File: src/sesr_regs.svh
// register offsets, field positions, reset values and timing counts
`ifndef SESR_REGS_SVH
`define SESR_REGS_SVH
// ----------------------------------------------------------------
// offsets
// ----------------------------------------------------------------
`define SESR_OFS_ALIGN    4'h7
`define SESR_OFS_SNAPLO   4'h7
`define SESR_OFS_CTRL     4'hb
`define SESR_OFS_GATE     4'he
`define SESR_OFS_FLAGS    4'hf
// ----------------------------------------------------------------
// fields and reset values
// ----------------------------------------------------------------
`define SESR_BIT_ALIGN    0
`define SESR_BIT_LATCH    1
`define SESR_BIT_MISSED   3
`define SESR_RST_GATE     8'hff
`define SESR_RST_CTRL     8'h00
`define SESR_RST_SNAP     12'h000
// ----------------------------------------------------------------
// timing: output periods in ns at a 20 ns clock
// ----------------------------------------------------------------
`define SESR_CLK_NS       20
`define SESR_PER0_NS      125000
`define SESR_PER0_CYC     (`SESR_PER0_NS / `SESR_CLK_NS)
`endif

File: src/sesr_pkg.sv
// types shared by the register group
package sesr_pkg;
   typedef logic [7:0]  sesr_byte_t;
   typedef logic [11:0] sesr_cnt_t;
   typedef logic [1:0]  sesr_rate_t;
endpackage

File: src/sesr_period.sv
// output period timer with missed-read detection
`timescale 1ns/10ps
`include "sesr_regs.svh"
module sesr_period #(
   parameter int BASE_CYC = `SESR_PER0_CYC
) (
   input  wire logic                mclk,
   input  wire logic                rst_n,
   input  wire sesr_pkg::sesr_rate_t rate,
   input  wire logic                align,
   input  wire logic                outputs_read,
   output logic                     period_tick,
   output logic                     missed
);
   logic [17:0] cnt_r;
   logic        read_seen_r;
   logic [17:0] limit;
   // longest period is eight times the base period
   assign limit = 18'(BASE_CYC << rate) - 18'h0_0001;
   wire wrap = (cnt_r >= limit);
   always_ff @(posedge mclk or negedge rst_n) begin
      if (!rst_n) begin
         cnt_r       <= 18'h0_0000;
         read_seen_r <= 1'b0;
         period_tick <= 1'b0;
         missed      <= 1'b0;
      end else begin
         // align restarts the period at once across devices
         cnt_r       <= (align || wrap) ? 18'h0_0000 : cnt_r + 18'h0_0001;
         period_tick <= wrap;
         missed      <= wrap && !read_seen_r && !outputs_read;
         read_seen_r <= wrap ? 1'b0 : (read_seen_r | outputs_read);
      end
   end
endmodule

File: src/sesr_top.sv
// register group: align/latch control, pulse slot gating, status flags
`timescale 1ns/10ps
`include "sesr_regs.svh"
// Overview of operation
// writing one to control bit 0 aligns outputs; bit self-clears next cycle
// writing one to control bit 1 latches counters; bit self-clears next cycle
// host sets these bits by one broadcast write reaching all devices
// control bits 7 to 2 do nothing and reset to zero
// gating bit n enables the converter pulse in slot n of clock/4
// all gating bits reset to one
// unread outputs over one period set missed-read flag, status bit 3
// reading the status register clears the missed-read flag
// status bits 7 to 4 reserved, read zero, reset zero
// latch request captures 12-bit counter into snapshot bits 11 to 0
// output period follows rate code: 125, 250, 500 us or 1 ms
// control action bits read zero except in the cycle before clearing
module sesr_top #(
   parameter sesr_pkg::sesr_byte_t VERSION = 8'h01, // arbitrary value
   parameter int BASE_CYC = `SESR_PER0_CYC
) (
   input  wire logic                 mclk,
   input  wire logic                 rstn,
   input  wire logic                 wr_en,
   input  wire logic                 rd_en,
   input  wire logic [3:0]           addr,
   input  wire sesr_pkg::sesr_byte_t wdata,
   input  wire sesr_pkg::sesr_rate_t output_rate_select,
   input  wire logic                 outputs_read,
   output sesr_pkg::sesr_byte_t      rdata,
   output sesr_pkg::sesr_cnt_t       latched_counter_value,
   output logic                      pwm_pulse,
   output logic                      align_pulse
);
   // ----------------------------------------------------------------
   // reset release
   // ----------------------------------------------------------------
   logic rst_s1_r;
   logic rst_n_r;
   always_ff @(posedge mclk or negedge rstn) begin
      if (!rstn) begin
         rst_s1_r <= 1'b0;
         rst_n_r  <= 1'b0;
      end else begin
         rst_s1_r <= 1'b1;
         rst_n_r  <= rst_s1_r;
      end
   end
   // ----------------------------------------------------------------
   // decode
   // ----------------------------------------------------------------
   wire wr_ctrl  = wr_en && (addr == `SESR_OFS_CTRL);
   wire wr_gate  = wr_en && (addr == `SESR_OFS_GATE);
   wire rd_flags = rd_en && (addr == `SESR_OFS_FLAGS);
   logic [1:0]           ctrl_r;
   sesr_pkg::sesr_byte_t pulse_slot_gating_r;
   logic                 missed_read_flag_r;
   logic [11:0]          free_cnt_r;
   logic [4:0]           slot_cnt_r;
   logic                 period_tick;
   logic                 missed;
   // ----------------------------------------------------------------
   // control: action bits live one cycle, upper bits not stored
   // ----------------------------------------------------------------
   always_ff @(posedge mclk or negedge rst_n_r) begin
      if (!rst_n_r) begin
         ctrl_r <= 2'b00;
      end else begin
         ctrl_r <= wr_ctrl ? wdata[1:0] : 2'b00;
      end
   end
   // ----------------------------------------------------------------
   // gating and counters
   // ----------------------------------------------------------------
   always_ff @(posedge mclk or negedge rst_n_r) begin
      if (!rst_n_r) begin
         pulse_slot_gating_r   <= `SESR_RST_GATE;
         free_cnt_r            <= 12'h000;
         slot_cnt_r            <= 5'h00;
         latched_counter_value <= `SESR_RST_SNAP;
      end else begin
         if (wr_gate) begin
            pulse_slot_gating_r <= wdata;
         end
         free_cnt_r <= ctrl_r[`SESR_BIT_ALIGN] ? 12'h000
                                               : free_cnt_r + 12'h001;
         // slots advance on clock/4: 8 slots of 4 clocks each
         slot_cnt_r <= ctrl_r[`SESR_BIT_ALIGN] ? 5'h00
                                               : slot_cnt_r + 5'h01;
         if (ctrl_r[`SESR_BIT_LATCH]) begin
            latched_counter_value <= free_cnt_r;
         end
      end
   end
   wire [2:0] slot = slot_cnt_r[4:2];
   // ----------------------------------------------------------------
   // period timer
   // ----------------------------------------------------------------
   sesr_period #(
      .BASE_CYC(BASE_CYC)
   ) u_period (
      .mclk        (mclk),
      .rst_n       (rst_n_r),
      .rate        (output_rate_select),
      .align       (ctrl_r[`SESR_BIT_ALIGN]),
      .outputs_read(outputs_read),
      .period_tick (period_tick),
      .missed      (missed)
   );
   // ----------------------------------------------------------------
   // missed-read flag: a new miss beats the read clear
   // ----------------------------------------------------------------
   always_ff @(posedge mclk or negedge rst_n_r) begin
      if (!rst_n_r) begin
         missed_read_flag_r <= 1'b0;
      end else if (missed) begin
         missed_read_flag_r <= 1'b1;
      end else if (rd_flags) begin
         missed_read_flag_r <= 1'b0;
      end
   end
   // ----------------------------------------------------------------
   // read mux and outputs
   // ----------------------------------------------------------------
   wire [7:0] ctrl_rd  = {6'h00, ctrl_r};
   wire [7:0] flag_rd  = {4'h0, missed_read_flag_r, VERSION[2:0]};
   wire [7:0] rd_mux   = (addr == `SESR_OFS_CTRL)  ? ctrl_rd :
                         (addr == `SESR_OFS_GATE)  ? pulse_slot_gating_r :
                         (addr == `SESR_OFS_FLAGS) ? flag_rd :
                         (addr == `SESR_OFS_SNAPLO) ?
                            {4'h0, latched_counter_value[11:8]} : 8'h00;
   wire       pwm_gate_first = pulse_slot_gating_r[0];
   wire       pwm_nxt  = pulse_slot_gating_r[slot];
   always_ff @(posedge mclk or negedge rst_n_r) begin
      if (!rst_n_r) begin
         rdata       <= 8'h00;
         pwm_pulse   <= 1'b0;
         align_pulse <= 1'b0;
      end else begin
         rdata       <= rd_en ? rd_mux : 8'h00;
         pwm_pulse   <= pwm_nxt && (slot_cnt_r[1:0] == 2'b00);
         align_pulse <= ctrl_r[`SESR_BIT_ALIGN] | period_tick;
      end
   end

   wire [3:0] snap_hi = latched_counter_value[11:8];
endmodule

File: config.mk
export PLATFORM = sky130hd
export DESIGN_NAME = sesr_top
export DESIGN_NICKNAME = d
export VERILOG_FILES = /design/src/sesr_pkg.sv /design/src/sesr_period.sv /design/src/sesr_top.sv
export VERILOG_INCLUDE_DIRS = /design/src
export SDC_FILE = /design/constraint.sdc
export NUM_CORES = 1
export LEC_CHECK = 0
export BUFFER_PORTS_ARGS = -buffer_cell sky130_fd_sc_hd__buf_4
export CAP_MARGIN = 20
export CORE_MARGIN = 2
export CORE_UTILIZATION = 35
export DETAILED_ROUTE_END_ITERATION = 16
export SYNTH_ARGS = -nofsm -noshare
export SYNTH_HDL_FRONTEND = slang
export SYNTH_SLANG_ARGS = --single-unit
File: constraint.sdc
create_clock -name mclk -period 3.4 [get_ports mclk]
set_clock_uncertainty 0.2 [all_clocks]
set_input_delay 0.34 -clock mclk [delete_from_list [all_inputs] [get_ports mclk]]
set_output_delay 0.34 -clock mclk [all_outputs]
set_load 0.02 [all_outputs]
==> qor.csv <==
metric,value,unit
status,"finished, final reports clean",
slew_headroom,0.472,
die_w,106,um
clock-sinks,73,
synth_seq_cells,73,
antenna_found_initial,0,
cp.required,3.43,ns
min_to,ctrl_r[1]$_DFF_PN0_,
fin_crit_sh,0.674,
reg2reg_depth,6,
hold_viol_final,0,
slowest_delay,0.29,ns
grt_pass1_vias,2570,
crit_slowest_cell,ha_1,
placed_area,4110,um^2
tns,0,ns
htreeDepth,3,
drv_cap,0,
grt_use_total,0.136,
r2r_end,u_period.cnt_r[10]$_DFF_PN0_,
drt-initial-drc-count,155,
pin_count,41,
wl_per_cell,13.8,um
worst_slew_pin_slew,0.792,ns
synth_area,3650,um^2
finalPower,2.39,mW
synth_edf_count,0,
synthFlopType,dfrtp_1,
clockBufferDepth,2,
cts_tree,yes,
synthTopCellsByCount,"dfrtp_1, ha_1, nor2_1",
yosys_warnings,0,
finalWeightedCongestion,0.822,
holdCritPathClass,in2reg,
diodes,0,
stdcell_area,4300,um^2
clk_latency,0.35,ns
vias,2503,
async_flop_share,1.00,
place.port_buffers,40,
yosysUniqueCellTypes,44,
finalNonFillerCells,503,
sw_frac_of_total,0.302,
core,10200,um^2
dp.cells,486,
synth_most_common_cell,dfrtp_1,
ys_seq_area_frac,0.503,
holdWs,0.0252,ns
rr_startpoint,u_period.cnt_r[15]$_DFF_PN0_,
dp_hpwl,4.89,mm
post_drt_via_cell_ratio,4.98,
drive_above_1_share,0.300,
dr.pass1.iters,4,
pwr-share-seq,0.510,
synth.avg_cell_area,11.6,um^2
power_density,555,nW/um^2
fmax,436,MHz
crit_path_start_kind,primary input,
grt_max_degree,38,
route.detailed.drc,0,
fp.dieH,106,um
finalMaxSlewViolations,0,
p_leak,1.93,nW
reg2reg_slack,1.12,ns
yosys-top-cells-area,"dfrtp_1, ha_1, mux2_2",
rsz0062_at_grt,no,
fin_crit,2.29,ns
clkPwrFrac,0.268,
min_path_cells,2,
synth_top_area_frac,0.445,
fillers,995,
overflow,0,
area_growth,17.7,%
hold_start,wdata[1],
clockRootBuffer,clkbuf_8,
arrival,2.32,ns
synth_area_leader_cell,dfrtp_1,
ant_nets,0,
rows,37,
clk_pin_slew,0.07,ns
worst_setup_path_end_kind,flip-flop,
p_int,1.67,mW
synthesis.instances,314,
setup_viol,0,
wl,6.93,mm
die_area,11300,um^2
grt_pass1_wl,12.2,mm
crit_chain,buf_4 -> inv_1 -> ha_1 -> inv_1 -> a211oi_1 -> ha_1 -> a21oi_1 -> o21ai_0 -> o211a_1 -> buf_4 -> or2_1,
p_comb_frac,0.222,
cts_post_setup_buffers_inserted,0,
vdd_ir_drop_max,0.344,mV
critical_path_class,in2reg,
final_net_count,405,
p_sw,0.720,mW
cts_inserted_buffers,9,
critPathMaxFanout,20,
initial_utilization,0.357,
[power by group through the flow]
stage / Sequential (mW) / Combinational (mW) / Clock [mW]
floorplan: 1.26 / 0.308 / 0
global placement: 1.23 / 0.525 / 0
detailed placement: 1.24 / 0.537 / 0
CTS: 1.22 / 0.540 / 0.664
global route: 1.25 / 0.597 / 0.702
finish: 1.22 / 0.530 / 0.640
[worst max path at each step]
stage                                  from                        endpoint  slack [ns]  cells after the start
2_1_floorplan             rst_n_r$_DFF_PN0_           align_pulse$_DFF_PN0_        1.03                      0
3_3_place_gp          output_rate_select[1]  u_period.period_tick$_DFF_PN0_        0.78                     11
3_5_place_dp          output_rate_select[1]  u_period.period_tick$_DFF_PN0_        0.74                     11
4_1_cts        u_period.cnt_r[15]$_DFF_PN0_    u_period.cnt_r[10]$_DFF_PN0_        1.10                      6
5_1_grt               output_rate_select[1]    u_period.cnt_r[10]$_DFF_PN0_        0.95                     11
6_report              output_rate_select[1]  u_period.period_tick$_DFF_PN0_        1.11                     11
[layout by cell type (no fill, tap or decap), types with 15 or more instances in the layout]
cell type	count
dfrtp_1	64
buf_4	45
ha_1	24
nor2_1	22
mux2_2	20
nand2_1	16
nor4_2	16
xnor2_1	15
[metrics by stage]
step | worst slack [ns] | utilization
6_report | 1.11 | 0.420
5_1_grt | 0.946 | 0.420
4_1_cts | 1.10 | 0.420
3_5_place_dp | 0.740 | 0.402
3_3_place_gp | 0.783 | 0.402
2_1_floorplan | 1.03 | -
[cells by family (layout without fill, tap and decap cells)]
logic type | count (synthesis) | after routing | synth area share
and+or+nand+nor | 115 | 115 | 0.199
buffers and inverters | 23 | 75 | 0.0288
other | 2 | 3 | 0.00205
muxes | 24 | 24 | 0.0794
DFF | 73 | 73 | 0.503
xor gates and xnor gates | 25 | 25 | 0.0599
adders and majority gates | 24 | 24 | 0.0822
AOI/OAI and AO/OA | 28 | 28 | 0.0466
[repair_timing]
item / 4_1_cts / 5_1_grt
endpoints found under the hold margin: 2 / 0
resized for setup: 0 / 0
hold buffers: 1 / 0
[final cells by class]
| type | count | area (um^2) | area share |
|---|---|---|---|
| clock buffers | 12 | 135 | 0.0314 |
| clock inverters | 4 | 45.0 | 0.0105 |
| inverters | 13 | 48.8 | 0.0113 |
| multi-input cells | 219 | 1720 | 0.399 |
| flip-flops and latches | 73 | 1840 | 0.427 |
| well taps | 136 | 170 | 0.0396 |
| repair buffers | 46 | 348 | 0.0809 |
[critical path: cells and delay by family]
kind            cells  cell delay, ns
fa+ha+maj           2            0.47
simple gates        1            0.24
buf+inv             4            0.55
compound gates      4            0.69
[sequential cells by signal, summed over array words and instances (netlist names)]
signal	cells
u_period.cnt_r	18
free_cnt_r	12
latched_counter_value	12
pulse_slot_gating_r	8
rdata	8
slot_cnt_r	5
ctrl_r	2
align_pulse	1
missed_read_flag_r	1
pwm_pulse	1
rst_n_r	1
rst_s1_r	1
u_period.missed	1
u_period.period_tick	1
u_period.read_seen_r	1
[routing by layer]
metal | part of all wire | vias up | track usage | wire [um]
met2 | 0.45 | 45 | 0.205 | 3120
met1 | 0.50 | 1244 | 0.191 | 3460
li1 | - | 1206 | - | -
met4 | 0.015 | 0 | 0.0555 | 105
met3 | 0.035 | 8 | 0.0294 | 241
met5 | 0 | - | 0 | 0
Note: power is estimated with default switching activity, not from simulation.
